## src/cpm_consts.svh

```systemverilog
// constants for the cpu programming model register block
`ifndef CPM_CONSTS_SVH
`define CPM_CONSTS_SVH
`define CPM_A_ACCD   4'h0
`define CPM_A_IDX1   4'h1
`define CPM_A_IDX2   4'h2
`define CPM_A_STACK  4'h3
`define CPM_A_PROG   4'h4
`define CPM_A_CCR    4'h5
`define CPM_A_OPER   4'h6
`define CPM_A_CMD    4'h7
`define CPM_A_STAT   4'h8
`define CPM_A_RES    4'h9
`define CPM_OP_LDA   5'h00
`define CPM_OP_STA   5'h01
`define CPM_OP_ADDA  5'h02
`define CPM_OP_CMPA  5'h03
`define CPM_OP_ABX   5'h04
`define CPM_OP_ABY   5'h05
`define CPM_OP_INX   5'h06
`define CPM_OP_DEX   5'h07
`define CPM_OP_INY   5'h08
`define CPM_OP_DEY   5'h09
`define CPM_OP_TAP   5'h0a
`define CPM_OP_TPA   5'h0b
`define CPM_OP_JSR   5'h0c
`define CPM_OP_RTS   5'h0d
`define CPM_OP_INT   5'h0e
`define CPM_OP_RTI   5'h0f
`define CPM_OP_STOP  5'h10
`define CPM_OP_EAX   5'h11
`define CPM_OP_EAY   5'h12
`define CPM_CMD_NMI  8
`define CPM_CCR_RST  8'hd0
`define CPM_CCR_XBIT 6
`define CPM_VEC_NORM 8'hff
`define CPM_VEC_TEST 8'hbf
`define CPM_VEC_POR  8'hfe
`define CPM_VEC_CMON 8'hfc
`define CPM_VEC_COP  8'hfa
`define CPM_CAUSE_POR  2'h0
`define CPM_CAUSE_CMON 2'h1
`define CPM_LAST_JSR 4'h1
`define CPM_LAST_INT 4'h8
`define CPM_LAST_RTS 4'h1
`define CPM_SYNC_WAIT 4'h2
`endif

```

## src/cpm_pkg.sv

```systemverilog
// types for the cpu programming model register block
package cpm_pkg;
  typedef struct packed {
    logic s;
    logic x;
    logic h;
    logic i;
    logic n;
    logic z;
    logic v;
    logic c;
  } cpm_ccr_t;
  typedef enum logic [10:0] {
    s_idle  = 11'h001,
    s_sync  = 11'h002,
    s_extra = 11'h004,
    s_push  = 11'h008,
    s_pull  = 11'h010,
    s_pwait = 11'h020,
    s_pcap  = 11'h040,
    s_va    = 11'h080,
    s_vb    = 11'h100,
    s_vc    = 11'h200,
    s_vd    = 11'h400
  } cpm_fsm_t;
  typedef struct packed {
    logic [15:0] addr;
    logic [7:0]  wdata;
    logic        we;
    logic        re;
  } cpm_mem_t;
  typedef struct packed {
    cpm_fsm_t    fsm;
    logic [7:0]  acc_a;
    logic [7:0]  acc_b;
    logic [15:0] first_index_register;
    logic [15:0] second_index_register;
    logic [15:0] stack_pointer_reg;
    logic [15:0] program_counter_reg;
    cpm_ccr_t    condition_code_register;
    logic [15:0] operand;
    logic [4:0]  op;
    logic [3:0]  idx;
    logic [3:0]  last;
    logic        nmi;
    logic [15:0] vaddr;
    logic        pend;
    logic [15:0] pvec;
    logic        stopped;
    logic [15:0] ea;
    logic [7:0]  result;
    logic        wreq;
    logic [31:0] rdata;
    cpm_mem_t    mem;
    logic [2:0]  sync1;
    logic [2:0]  sync2;
  } cpm_state_t;
endpackage

```

## src/cpm_regs.sv

```systemverilog
// cpu programming model registers with command engine and avalon slave
// How it works
// - two byte accumulators, also one double
// - add b to either index, unsigned
// - flag transfers use first accumulator only
// - indexed address is either index plus offset
// - second index ops take one extra cycle
// - stack grows down, push dec, pull inc
// - pointer marks next free stack byte
// - subroutine call pushes return, low first
// - subroutine return pulls address into counter
// - interrupt stacks counter, registers, then vectors
// - interrupt return pulls in reverse order
// - reset loads counter from six vectors
// - vector pairs by cause, ff or bf
// - flag register holds eight defined bits
// - load and store set n z v
// - call push, return pull and tpa leave flags alone
// - carry from carry or borrow
// - overflow set on signed overflow only
// - zero flag; compare subtracts without storing
// - index step touches only zero flag
// - negative copies result top bit
// - masked requests wait pending, unserviced
// - mask set after stacking, and by reset
// - half carry from bit three to four
// - request mask set by hardware only
// - stop is no-op while disable set
`timescale 1ns/1ps
`include "cpm_consts.svh"
module cpm_regs (
  input  wire logic        clk_in,              // 40 mhz clock
  input  wire logic        reset_in,            // async reset, high
  input  wire logic [3:0]  avs_address_in,      // word address
  input  wire logic        avs_read_in,         // read request
  input  wire logic        avs_write_in,        // write request
  input  wire logic [31:0] avs_writedata_in,    // write data
  output logic      [31:0] avs_readdata_out,    // read data
  output logic             avs_waitrequest_out, // wait
  output logic      [15:0] mem_addr_out,        // stack memory address
  output logic      [7:0]  mem_wdata_out,       // stack write byte
  output logic             mem_we_out,          // stack write strobe
  output logic             mem_re_out,          // stack read strobe
  input  wire logic [7:0]  mem_rdata_in,        // byte, cycle after read
  input  wire logic        boot_mode_in,        // test or boot strap
  input  wire logic [1:0]  reset_cause_in,      // reset cause code
  output logic             stopped_out          // low power stop
);
  cpm_pkg::cpm_state_t st;
  cpm_pkg::cpm_state_t st_next;
  logic       wr_go;
  logic       cmd_go;
  logic       can_write;
  logic [4:0] cmd_op;
  logic [7:0] o8;

  assign wr_go     = avs_write_in && !st.wreq;
  assign cmd_go    = wr_go && (avs_address_in == `CPM_A_CMD);
  assign cmd_op    = avs_writedata_in[4:0];
  assign o8        = st.operand[7:0];
  assign can_write = (st.fsm == cpm_pkg::s_idle) && !(st.pend && !st.condition_code_register.i);

  assign avs_readdata_out    = st.rdata;
  assign avs_waitrequest_out = st.wreq;
  assign mem_addr_out        = st.mem.addr;
  assign mem_wdata_out       = st.mem.wdata;
  assign mem_we_out          = st.mem.we;
  assign mem_re_out          = st.mem.re;
  assign stopped_out         = st.stopped;

  function automatic logic [31:0] rd_sel(input cpm_pkg::cpm_state_t s, input logic [3:0] a);
    case (a)
      `CPM_A_ACCD:  rd_sel = {16'h0000, s.acc_a, s.acc_b};
      `CPM_A_IDX1:  rd_sel = {16'h0000, s.first_index_register};
      `CPM_A_IDX2:  rd_sel = {16'h0000, s.second_index_register};
      `CPM_A_STACK: rd_sel = {16'h0000, s.stack_pointer_reg};
      `CPM_A_PROG:  rd_sel = {16'h0000, s.program_counter_reg};
      `CPM_A_CCR:   rd_sel = {24'h000000, s.condition_code_register};
      `CPM_A_OPER:  rd_sel = {16'h0000, s.operand};
      `CPM_A_CMD:   rd_sel = {27'h0000000, s.op};
      `CPM_A_STAT:  rd_sel = {29'h00000000, s.pend, s.stopped, s.fsm != cpm_pkg::s_idle};
      `CPM_A_RES:   rd_sel = {8'h00, s.result, s.ea};
      default:      rd_sel = 32'h00000000;
    endcase
  endfunction

  // stacking order: pcl pch yl yh xl xh a b ccr
  function automatic logic [7:0] push_byte(input cpm_pkg::cpm_state_t s, input logic [3:0] i);
    case (i)
      4'h0:    push_byte = s.program_counter_reg[7:0];
      4'h1:    push_byte = s.program_counter_reg[15:8];
      4'h2:    push_byte = s.second_index_register[7:0];
      4'h3:    push_byte = s.second_index_register[15:8];
      4'h4:    push_byte = s.first_index_register[7:0];
      4'h5:    push_byte = s.first_index_register[15:8];
      4'h6:    push_byte = s.acc_a;
      4'h7:    push_byte = s.acc_b;
      default: push_byte = s.condition_code_register;
    endcase
  endfunction

  always_comb begin
    logic [8:0]  sum9;
    logic [4:0]  half;
    logic [15:0] w16;
    sum9 = 9'h000;
    half = 5'h00;
    w16 = 16'h0000;
    st_next = st;
    st_next.sync1 = {boot_mode_in, reset_cause_in};
    st_next.sync2 = st.sync1;
    st_next.mem.we = 1'b0;
    st_next.mem.re = 1'b0;
    st_next.wreq = 1'b1;
    if ((avs_read_in || (avs_write_in && can_write)) && st.wreq) begin
      st_next.wreq = 1'b0;
      st_next.rdata = rd_sel(st, avs_address_in);
    end
    if (wr_go) begin
      case (avs_address_in)
        `CPM_A_ACCD: begin
          st_next.acc_a = avs_writedata_in[15:8];
          st_next.acc_b = avs_writedata_in[7:0];
        end
        `CPM_A_IDX1:  st_next.first_index_register = avs_writedata_in[15:0];
        `CPM_A_IDX2:  st_next.second_index_register = avs_writedata_in[15:0];
        `CPM_A_STACK: st_next.stack_pointer_reg = avs_writedata_in[15:0];
        `CPM_A_PROG:  st_next.program_counter_reg = avs_writedata_in[15:0];
        `CPM_A_CCR: begin
          st_next.condition_code_register = avs_writedata_in[7:0];
          st_next.condition_code_register.x = st.condition_code_register.x
                                              & avs_writedata_in[`CPM_CCR_XBIT];
        end
        `CPM_A_OPER:  st_next.operand = avs_writedata_in[15:0];
        default: begin
        end
      endcase
    end
    case (st.fsm)
      cpm_pkg::s_sync: begin
        st_next.idx = st.idx + 4'h1;
        if (st.idx == `CPM_SYNC_WAIT) begin
          st_next.vaddr[15:8] = st.sync2[2] ? `CPM_VEC_TEST : `CPM_VEC_NORM;
          st_next.vaddr[7:0] = (st.sync2[1:0] == `CPM_CAUSE_POR)  ? `CPM_VEC_POR :
                               (st.sync2[1:0] == `CPM_CAUSE_CMON) ? `CPM_VEC_CMON : `CPM_VEC_COP;
          st_next.fsm = cpm_pkg::s_va;
        end
      end
      cpm_pkg::s_idle: begin
        if (cmd_go) begin
          st_next.op = cmd_op;
          st_next.stopped = 1'b0;
          case (cmd_op)
            `CPM_OP_LDA, `CPM_OP_STA: begin
              w16[7:0] = (cmd_op == `CPM_OP_LDA) ? o8 : st.acc_a;
              st_next.acc_a = w16[7:0];
              st_next.result = w16[7:0];
              st_next.condition_code_register.n = w16[7];
              st_next.condition_code_register.z = (w16[7:0] == 8'h00);
              st_next.condition_code_register.v = 1'b0;
            end
            `CPM_OP_ADDA: begin
              sum9 = {1'b0, st.acc_a} + {1'b0, o8};
              half = {1'b0, st.acc_a[3:0]} + {1'b0, o8[3:0]};
              st_next.acc_a = sum9[7:0];
              st_next.result = sum9[7:0];
              st_next.condition_code_register.c = sum9[8];
              st_next.condition_code_register.h = half[4];
              st_next.condition_code_register.v = (st.acc_a[7] == o8[7]) && (sum9[7] != o8[7]);
              st_next.condition_code_register.z = (sum9[7:0] == 8'h00);
              st_next.condition_code_register.n = sum9[7];
            end
            `CPM_OP_CMPA: begin
              sum9 = {1'b0, st.acc_a} - {1'b0, o8};
              st_next.condition_code_register.c = sum9[8];
              st_next.condition_code_register.v = (st.acc_a[7] != o8[7]) && (sum9[7] != st.acc_a[7]);
              st_next.condition_code_register.z = (sum9[7:0] == 8'h00);
              st_next.condition_code_register.n = sum9[7];
            end
            `CPM_OP_ABX: st_next.first_index_register = st.first_index_register + {8'h00, st.acc_b};
            `CPM_OP_INX, `CPM_OP_DEX: begin
              w16 = (cmd_op == `CPM_OP_INX) ? st.first_index_register + 16'h0001
                                             : st.first_index_register - 16'h0001;
              st_next.first_index_register = w16;
              st_next.condition_code_register.z = (w16 == 16'h0000);
            end
            `CPM_OP_ABY, `CPM_OP_INY, `CPM_OP_DEY, `CPM_OP_EAY: st_next.fsm = cpm_pkg::s_extra;
            `CPM_OP_TAP: begin
              st_next.condition_code_register = st.acc_a;
              st_next.condition_code_register.x = st.condition_code_register.x & st.acc_a[`CPM_CCR_XBIT];
            end
            `CPM_OP_TPA: st_next.acc_a = st.condition_code_register;
            `CPM_OP_JSR: begin
              st_next.idx = 4'h0;
              st_next.last = `CPM_LAST_JSR;
              st_next.fsm = cpm_pkg::s_push;
            end
            `CPM_OP_RTS, `CPM_OP_RTI: begin
              st_next.idx = (cmd_op == `CPM_OP_RTS) ? `CPM_LAST_RTS : `CPM_LAST_INT;
              st_next.fsm = cpm_pkg::s_pull;
            end
            `CPM_OP_INT: begin
              if (avs_writedata_in[`CPM_CMD_NMI] || !st.condition_code_register.i) begin
                st_next.nmi = avs_writedata_in[`CPM_CMD_NMI];
                st_next.vaddr = st.operand;
                st_next.idx = 4'h0;
                st_next.last = `CPM_LAST_INT;
                st_next.fsm = cpm_pkg::s_push;
              end else begin
                st_next.pend = 1'b1;
                st_next.pvec = st.operand;
              end
            end
            `CPM_OP_STOP: st_next.stopped = !st.condition_code_register.s;
            `CPM_OP_EAX: st_next.ea = st.first_index_register + {8'h00, o8};
            default: begin
            end
          endcase
        end else if (st.pend && !st.condition_code_register.i) begin
          st_next.pend = 1'b0;
          st_next.op = `CPM_OP_INT;
          st_next.nmi = 1'b0;
          st_next.stopped = 1'b0;
          st_next.vaddr = st.pvec;
          st_next.idx = 4'h0;
          st_next.last = `CPM_LAST_INT;
          st_next.fsm = cpm_pkg::s_push;
        end
      end
      cpm_pkg::s_extra: begin
        st_next.fsm = cpm_pkg::s_idle;
        case (st.op)
          `CPM_OP_ABY: st_next.second_index_register = st.second_index_register + {8'h00, st.acc_b};
          `CPM_OP_EAY: st_next.ea = st.second_index_register + {8'h00, o8};
          default: begin
            w16 = (st.op == `CPM_OP_INY) ? st.second_index_register + 16'h0001
                                          : st.second_index_register - 16'h0001;
            st_next.second_index_register = w16;
            st_next.condition_code_register.z = (w16 == 16'h0000);
          end
        endcase
      end
      cpm_pkg::s_push: begin
        st_next.mem.addr = st.stack_pointer_reg;
        st_next.mem.wdata = push_byte(st, st.idx);
        st_next.mem.we = 1'b1;
        st_next.stack_pointer_reg = st.stack_pointer_reg - 16'h0001;
        st_next.idx = st.idx + 4'h1;
        if (st.idx == st.last) begin
          if (st.op == `CPM_OP_JSR) begin
            st_next.program_counter_reg = st.operand;
            st_next.fsm = cpm_pkg::s_idle;
          end else begin
            st_next.condition_code_register.i = 1'b1;
            st_next.condition_code_register.x = st.condition_code_register.x | st.nmi;
            st_next.fsm = cpm_pkg::s_va;
          end
        end
      end
      cpm_pkg::s_pull: begin
        st_next.stack_pointer_reg = st.stack_pointer_reg + 16'h0001;
        st_next.mem.addr = st.stack_pointer_reg + 16'h0001;
        st_next.mem.re = 1'b1;
        st_next.fsm = cpm_pkg::s_pwait;
      end
      cpm_pkg::s_pwait: st_next.fsm = cpm_pkg::s_pcap;
      cpm_pkg::s_pcap: begin
        case (st.idx)
          4'h0: st_next.program_counter_reg[7:0] = mem_rdata_in;
          4'h1: st_next.program_counter_reg[15:8] = mem_rdata_in;
          4'h2: st_next.second_index_register[7:0] = mem_rdata_in;
          4'h3: st_next.second_index_register[15:8] = mem_rdata_in;
          4'h4: st_next.first_index_register[7:0] = mem_rdata_in;
          4'h5: st_next.first_index_register[15:8] = mem_rdata_in;
          4'h6: st_next.acc_a = mem_rdata_in;
          4'h7: st_next.acc_b = mem_rdata_in;
          default: begin
            st_next.condition_code_register = mem_rdata_in;
            st_next.condition_code_register.x = st.condition_code_register.x
                                                & mem_rdata_in[`CPM_CCR_XBIT];
          end
        endcase
        st_next.idx = st.idx - 4'h1;
        st_next.fsm = (st.idx == 4'h0) ? cpm_pkg::s_idle : cpm_pkg::s_pull;
      end
      cpm_pkg::s_va: begin
        st_next.mem.addr = st.vaddr;
        st_next.mem.re = 1'b1;
        st_next.fsm = cpm_pkg::s_vb;
      end
      cpm_pkg::s_vb: begin
        st_next.mem.addr = st.vaddr + 16'h0001;
        st_next.mem.re = 1'b1;
        st_next.fsm = cpm_pkg::s_vc;
      end
      cpm_pkg::s_vc: begin
        st_next.program_counter_reg[15:8] = mem_rdata_in;
        st_next.fsm = cpm_pkg::s_vd;
      end
      cpm_pkg::s_vd: begin
        st_next.program_counter_reg[7:0] = mem_rdata_in;
        st_next.fsm = cpm_pkg::s_idle;
      end
      default: st_next.fsm = cpm_pkg::s_idle;
    endcase
  end

  always_ff @(posedge clk_in or posedge reset_in) begin
    if (reset_in) begin
      st <= '0;
      st.fsm <= cpm_pkg::s_sync;
      st.condition_code_register <= `CPM_CCR_RST;
      st.wreq <= 1'b1;
    end else begin
      st <= st_next;
    end
  end

  a_stack_order: assert property (@(posedge clk_in) disable iff (reset_in)
    mem_we_out |-> mem_addr_out == st.stack_pointer_reg + 16'h0001)
    else $error("push address is not the pre-decrement pointer");
  a_addb_flags: assert property (@(posedge clk_in) disable iff (reset_in)
    cmd_go && cmd_op == `CPM_OP_ABX |=> st.condition_code_register == $past(st.condition_code_register)
      && st.first_index_register == $past(st.first_index_register) + {8'h00, $past(st.acc_b)})
    else $error("add b to index changed flags or sum wrong");
  a_inx_zonly: assert property (@(posedge clk_in) disable iff (reset_in)
    cmd_go && cmd_op == `CPM_OP_INX |=> st.condition_code_register.z == (st.first_index_register == 16'h0000)
      && {st.condition_code_register.n, st.condition_code_register.v, st.condition_code_register.c}
         == $past({st.condition_code_register.n, st.condition_code_register.v, st.condition_code_register.c}))
    else $error("index increment flags wrong");
  a_load_flags: assert property (@(posedge clk_in) disable iff (reset_in)
    cmd_go && cmd_op == `CPM_OP_LDA |=> st.condition_code_register.n == st.acc_a[7]
      && st.condition_code_register.z == (st.acc_a == 8'h00) && !st.condition_code_register.v)
    else $error("load flags wrong");
  a_mask_pend: assert property (@(posedge clk_in) disable iff (reset_in)
    st.pend && st.condition_code_register.i |=> st.pend)
    else $error("masked request serviced");
  a_xmask_hw: assert property (@(posedge clk_in) disable iff (reset_in)
    $rose(st.condition_code_register.x) |-> $past(st.fsm == cpm_pkg::s_push) && $past(st.nmi))
    else $error("request mask set outside acknowledge");
  a_call_low: assert property (@(posedge clk_in) disable iff (reset_in)
    cmd_go && cmd_op == `CPM_OP_JSR |-> ##2 mem_we_out && mem_wdata_out == $past(st.program_counter_reg[7:0], 2))
    else $error("call did not push low byte first");
  a_stop_nop: assert property (@(posedge clk_in) disable iff (reset_in)
    cmd_go && cmd_op == `CPM_OP_STOP && st.condition_code_register.s |=> !stopped_out)
    else $error("stop entered while disabled");
endmodule

```

## config.mk

```make
export PLATFORM = sky130hd
export DESIGN_NAME = cpm_regs
export DESIGN_NICKNAME = d
export VERILOG_FILES = /design/src/cpm_pkg.sv /design/src/cpm_regs.sv
export VERILOG_INCLUDE_DIRS = /design/src
export SDC_FILE = /design/constraint.sdc
export NUM_CORES = 1
export LEC_CHECK = 0
export ABC_CLOCK_PERIOD_IN_PS = 11800
export BUFFER_PORTS_ARGS = -buffer_cell sky130_fd_sc_hd__buf_2
export CAP_MARGIN = 5
export CORE_MARGIN = 8
export CORE_UTILIZATION = 45
export CTS_CLUSTER_DIAMETER = 150
export DETAILED_ROUTE_END_ITERATION = 8
export GPL_TIMING_DRIVEN = 0
export SLEW_MARGIN = 20
export SYNTH_ARGS = -nofsm -noshare
export SYNTH_HDL_FRONTEND = slang
export SYNTH_SLANG_ARGS = --single-unit
```

## constraint.sdc

```tcl
create_clock -name clk_in -period 11.8 [get_ports clk_in]
set_clock_uncertainty 0.05 [all_clocks]
set_input_delay 2.36 -clock clk_in [delete_from_list [all_inputs] [get_ports clk_in]]
set_output_delay 2.36 -clock clk_in [all_outputs]
set_load 0.005 [all_outputs]
```

---- Word-level counts from Yosys, hierarchy flattened ----
Index checks and enable logic that the tools add are counted.
word-level totals
  flip-flop bits (word level) ............. 252
  latch bits .............................. 0
  memory bits (writable) .................. 0
  ROM bits ................................ 0
  word-level logic and storage cells ...... 269
  memories kept ........................... 0
cells by class
  add/subtract/negate cells ............... 16
  $mul .................................... 0
  div/mod/pow operators ................... 0
  magnitude comparators ................... 0
  eq/ne operators ......................... 72
  shift-type cells ........................ 0
  muxes and demuxes ....................... 91
  bitwise gates (word level) .............. 5
  reductions and logical operators ........ 51
operator list
  kind                     number
  $pmux W24 S10            1
  $mux W16                 14
  $pmux W16 S2             7
  $mux W8                  15
  $mux W104                1
  $pmux W11 S9             1
  $pmux W8 S3              3
  $add A16 B1 Y16 const B  4
  $add A16 B8 Y16          4
  $pmux W16 S4             1
  $pmux W8 S8              1
  $mux W31                 2
  $mux W11                 5
  $eq A5 B4 Y1 const B     10
  $sub A16 B1 Y16 const B  3
  $pmux W11 S4             1
  $mux W34                 1
  $mux W33                 1
  $eq A4 B3 Y1 const B     8
  $logic_not A16 Y1        2
  $pmux W8 S2              2
  $eq A5 B3 Y1 const B     5
  $mux W25                 1
  $logic_not A8 Y1         3
  70 further kinds         139

---- Logic depth before layout (Yosys ltp) ----
  word-level depth ........................ 8
  gate-level depth with buffers ........... 14
  depth with buffers taken out ............ 13

---- Least setup slack after synthesis ----
Ideal clock, no wire load.
  kind .................................... input -> register
  start point ............................. input port avs_writedata_in[3]
  end point ............................... register st[155] (netlist name)
  library setup time ...................... 0.110 ns
  arrival time ............................ 5.500 ns
  slack ................................... 6.140 ns
  cell stages on the path ................. 13
  path buffers ............................ 2
  path through ............................ buf_2 and3b_1 clkbuf_1 nand2b_1 fa_1 a211oi_1 o21ai_0 a41o_1 a21o_1 a21o_1 a21oi_1 xnor2_1 o41ai_1
RTL lines
  element               line             RTL
  from (decl)           cpm_regs.sv:37   input wire logic [31:0] avs_writedata_in,
  to (signal assigned)  cpm_regs.sv:315  st <= st_next;
  to (decl)             cpm_regs.sv:49   cpm_pkg::cpm_state_t st;

==> report_table.html <==
<table>
<tr><th>Metric</th><th>Value</th></tr>
<tr><th colspan="2">Clock network</th></tr>
<tr><td>Clock latency on the worst-skew pair</td><td>between 0.5 and 0.6 ns</td></tr>
<tr><td>CTS H-tree lvls</td><td>1</td></tr>
<tr><td>Total number of clock tree sinks</td><td>around 240</td></tr>
<tr><td>Hold buffers post-CTS</td><td>0</td></tr>
<tr><td>Total of cells resized after clock tree synthesis</td><td>0</td></tr>
<tr><td>Number of buffers inserted to repair setup after CTS</td><td>0</td></tr>
<tr><td>Cell at the root of the clock tree</td><td>sky130_fd_sc_hd__clkbuf_16</td></tr>
<tr><td>TritonCTS clock tree</td><td>yes</td></tr>
<tr><td>Number of buffers created by CTS</td><td>30</td></tr>
<tr><td>Reg clk slew, reported paths</td><td>around 0.070 ns</td></tr>
<tr><td>Clock tree buffer depth</td><td>3</td></tr>
<tr><th colspan="2">Routing</th></tr>
<tr><td>Via count normalized by instance count</td><td>6.70</td></tr>
<tr><td>Total length of routed wires</td><td>between 90000 and 100000 um</td></tr>
<tr><td>Count of TritonRoute iterations in the first routing pass</td><td>8</td></tr>
<tr><td>Post-DRT Antenna Nets</td><td>0</td></tr>
<tr><td>Wire length per cell</td><td>just under 30 um</td></tr>
<tr><td>Number of vias in the routed layout</td><td>20.6k</td></tr>
<tr><td>Detailed Route Iter0 Violations</td><td>between 2k and 3k</td></tr>
<tr><td>Number of DRC violations after detailed routing</td><td>0</td></tr>
<tr><th colspan="2">Global route</th></tr>
<tr><td>Overall Global Routing Usage</td><td>35.2%</td></tr>
<tr><td>Antenna violations before repair</td><td>6</td></tr>
<tr><td>Residual overflow from global routing</td><td>0</td></tr>
<tr><td>Via count of the first global-routing pass</td><td>slightly below 20k</td></tr>
<tr><td>Pin count of the biggest net entering global routing</td><td>100</td></tr>
<tr><td>First-pass GRT wire length</td><td>133000 um</td></tr>
<tr><th colspan="2">Power and ir drop</th></tr>
<tr><td>Total leakage power</td><td>9.73 nW</td></tr>
<tr><td>Worst vdd ir</td><td>0.191 mV</td></tr>
<tr><td>Overall power consumption</td><td>a little over 5 mW</td></tr>
<tr><td>Power Dens Cells</td><td>230 nW/um^2</td></tr>
<tr><th colspan="2">Synth</th></tr>
<tr><td>Register area share after synthesis</td><td>between 30% and 40%</td></tr>
<tr><td>Syn avg cell area</td><td>8.35 sq um</td></tr>
<tr><td>Total number of yosys warnings</td><td>0</td></tr>
<tr><td>Most used DFF post-synth</td><td>sky130_fd_sc_hd__dfrtp_1</td></tr>
<tr><td>Number of unique standard cell types used by synthesis</td><td>90</td></tr>
<tr><td>Cell area after synthesis</td><td>19600 sq um</td></tr>
<tr><td>Fraction of registers with async set or reset after synthesis</td><td>100%</td></tr>
<tr><td>Number of storage elements in the synthesis netlist</td><td>242</td></tr>
<tr><td>Cells after synthesis</td><td>between 2k and 2.5k</td></tr>
<tr><td>Number of synthesized flops with an enable pin</td><td>0</td></tr>
<tr><th colspan="2">Floorplan</th></tr>
<tr><td>Starting density of the core</td><td>45.6%</td></tr>
<tr><td>Core Footprint</td><td>43100 sq um</td></tr>
<tr><td>Std-Cell Rows</td><td>76</td></tr>
<tr><td>Die Area</td><td>just over 50000 sq um</td></tr>
<tr><td>Horizontal die dimension</td><td>around 220 um</td></tr>
<tr><td>I/O pin cnt</td><td>~110</td></tr>
<tr><td>Chip height</td><td>225 um</td></tr>
<tr><th colspan="2">Setup path</th></tr>
<tr><td>Worst r2r dst</td><td>st[155]$_DFF_PP0_</td></tr>
<tr><td>Critical-path cell with the highest stage delay</td><td>sky130_fd_sc_hd__nand2b_1</td></tr>
<tr><td>Most frequent cell on the critical path</td><td>sky130_fd_sc_hd__o21ai_0</td></tr>
<tr><td>Maximum fanout along the worst path</td><td>17</td></tr>
<tr><td>Arr. time, crit path</td><td>around 6.8 ns</td></tr>
<tr><td>Worst setup path category</td><td>input pin to flip-flop</td></tr>
<tr><td>Register-to-register path setup slack</td><td>a little under 7 ns</td></tr>
<tr><td>Worst Reg-to-Reg Cells</td><td>13</td></tr>
<tr><td>Critical Path, Cell by Cell</td><td>buf_2 &gt; nor2b_1 &gt; and3b_1 &gt; clkbuf_1 &gt; nand2b_1 &gt; ha_1 &gt; and3_1 &gt; a221oi_1 &gt; a211oi_1 &gt; nor3_1 &gt; o21ai_0 &gt; xnor2_1 &gt; a22oi_1 &gt; o21ai_0</td></tr>
<tr><td>Worst Path Required</td><td>roughly 12 ns</td></tr>
<tr><td>Crit end category</td><td>flip-flop</td></tr>
<tr><td>CP startpoint</td><td>avs_writedata_in[2]</td></tr>
<tr><td>Max stage delay on crit path</td><td>~0.63 ns</td></tr>
<tr><td>Capture point of the worst path</td><td>st[222]$_DFF_PP0_</td></tr>
<tr><td>Startpoint of the worst register-to-register path</td><td>st[136]$_DFFE_PP0P_</td></tr>
<tr><td>Type of origin of the critical path</td><td>input pin</td></tr>
<tr><th colspan="2">Timing</th></tr>
<tr><td>Setup repair after global routing missed its margin</td><td>no</td></tr>
<tr><td>Peak Freq</td><td>158 MHz</td></tr>
<tr><td>Max-slew violation count</td><td>0</td></tr>
<tr><td>Portion of the clock cycle consumed by the worst path in the final layout</td><td>about 54%</td></tr>
<tr><td>Transition time at the pin with the least slew margin</td><td>1.25 ns</td></tr>
<tr><td>Setup slack after layout</td><td>5.48 ns</td></tr>
<tr><td>Setup Viol. Count Final</td><td>0</td></tr>
<tr><td>Slew Limit Headroom</td><td>between 10% and 20%</td></tr>
<tr><td>Final worst path period need</td><td>~6.3 ns</td></tr>
<tr><td>Number of hold violations in the final report</td><td>0</td></tr>
<tr><th colspan="2">Status</th></tr>
<tr><td>Outcome</td><td>finished clean</td></tr>
<tr><th colspan="2">Min path</th></tr>
<tr><td>Worst Hold Class</td><td>flip-flop to flip-flop</td></tr>
<tr><th colspan="2">Run</th></tr>
<tr><td>Max Cap Violations</td><td>0</td></tr>
<tr><th colspan="2">Layout</th></tr>
<tr><td>Fraction of layout instances using a drive strength above 1</td><td>a little under an eighth</td></tr>
<tr><td>Commonest non-fill, non-tap cell in the layout</td><td>sky130_fd_sc_hd__dfrtp_1</td></tr>
<tr><td>Area growth from synthesis to layout</td><td>11.7%</td></tr>
<tr><td>Final-stage net count</td><td>2615</td></tr>
<tr><td>Final instance count without filler cells</td><td>a little over 3k</td></tr>
<tr><td>Filler Cells Inserted</td><td>4217</td></tr>
<tr><td>Commonest non-fill, non-tap cells in the layout</td><td>sky130_fd_sc_hd__dfrtp_1, sky130_fd_sc_hd__nor2_1, sky130_fd_sc_hd__nand2_1</td></tr>
<tr><th colspan="2">Place</th></tr>
<tr><td>Pre-CTS WS</td><td>between 4 and 5 ns</td></tr>
<tr><td>Final HPWL DP</td><td>between 60000 and 70000 um</td></tr>
<tr><td>Inst Count DP</td><td>3023</td></tr>
<tr><td>Count of input and output buffers</td><td>between 70 and 80</td></tr>
<tr><td>Routability congestion estimate</td><td>a little over 1</td></tr>
</table>
## cell type report
class                   count  area, sq um  share of cell area [%]
multi-input cells        1854        12400                    56.5
repair buffers             79          443                    2.02
flip-flops and latches    242         6060                    27.6
clock inverters            12          176                   0.804
well taps                 585          732                    3.34
plain buffers             213         1050                    4.80
clock buffers              40          880                    4.01
inverters                  50          195                   0.890
diodes                      3         7.51                  0.0342
## cells by family after synthesis
kind of cell | share of synthesized area, %
compound gates | 26.9
simple gates | 18.1
buf+inv | 6.32
flops | 30.9
mux | 6.96
xor+xnor | 4.59
fa+ha+maj | 6.30
other cells | 0.0191
## cells in the mapped netlist, drive strengths merged (18+ instances only)
master	instances	area [sq um]
and3	30	188
dfrtp	237	5930
nor3	65	363
buf	82	561
o21ai	198	991
ha	86	1080
inv	50	188
mux2i	74	741
nor2	201	757
a221o	18	180
a21oi	189	957
clkbuf	131	493
nand3	56	280
a21o	26	195
nand2	198	743
a22oi	86	646
nor2b	26	163
a221oi	41	359
xnor2	60	526
mux2	53	627
xor2	43	377
nand2b	25	156
a22o	37	324
and2	20	125
a211oi	20	150
nand4	20	125
a31oi	29	181
## sequential cells by signal (all words and copies together) (netlist names)
signal	cells
st	182
stopped_out	1
avs_readdata_out	24
mem_we_out	1
o8	8
mem_wdata_out	8
avs_waitrequest_out	1
mem_re_out	1
mem_addr_out	16
## worst min path at each step
stage	endpoint	slack [ns]	depth (start not counted)	start
finish	st[0]$_DFF_PP0_	0.30	0	st[3]$_DFF_PP0_
global route	st[0]$_DFF_PP0_	0.31	0	st[3]$_DFF_PP0_
CTS	st[0]$_DFF_PP0_	0.31	0	st[3]$_DFF_PP0_
detailed placement	st[2]$_DFF_PP0_	0.29	0	st[5]$_DFF_PP0_
global placement	st[0]$_DFF_PP0_	0.29	0	st[3]$_DFF_PP0_
floorplan	st[0]$_DFF_PP0_	0.28	0	st[3]$_DFF_PP0_
## worst max-delay path: cells and delay by family
| family | cells | cell delay, ns |
|---|---|---|
| fa+ha+maj | 1 | 0.56 |
| xor+xnor | 1 | 0.33 |
| compound gates | 5 | 1.17 |
| simple gates | 5 | 1.68 |
| buf+inv | 2 | 0.66 |
## where the power goes
part,internal [mW],switching (mW)
clock,0.607,0.399
combinational,0.994,1.60
sequential,1.02,0.433
total,2.62,2.43
## metrics by stage
step	TNS [ns]	area (sq um)	hold slack (ns)	utilization (%)
finish	0	21900	0.305	50.9
global route	0	21900	0.312	50.9
CTS	0	21900	0.307	50.9
detailed placement	0	20900	0.286	48.4
global placement	-94.37	20800	0.286	48.2
floorplan	0	19700	0.281	-
## routing by layer
metal	track usage, %	routed length (um)	vias up
li1	-	-	8953
met1	44.8	35900	10100
met2	55.1	40500	1256
met3	6.48	8720	327
met4	21.7	6610	4
met5	0	13	-
(Power assumes the default switching activity.)
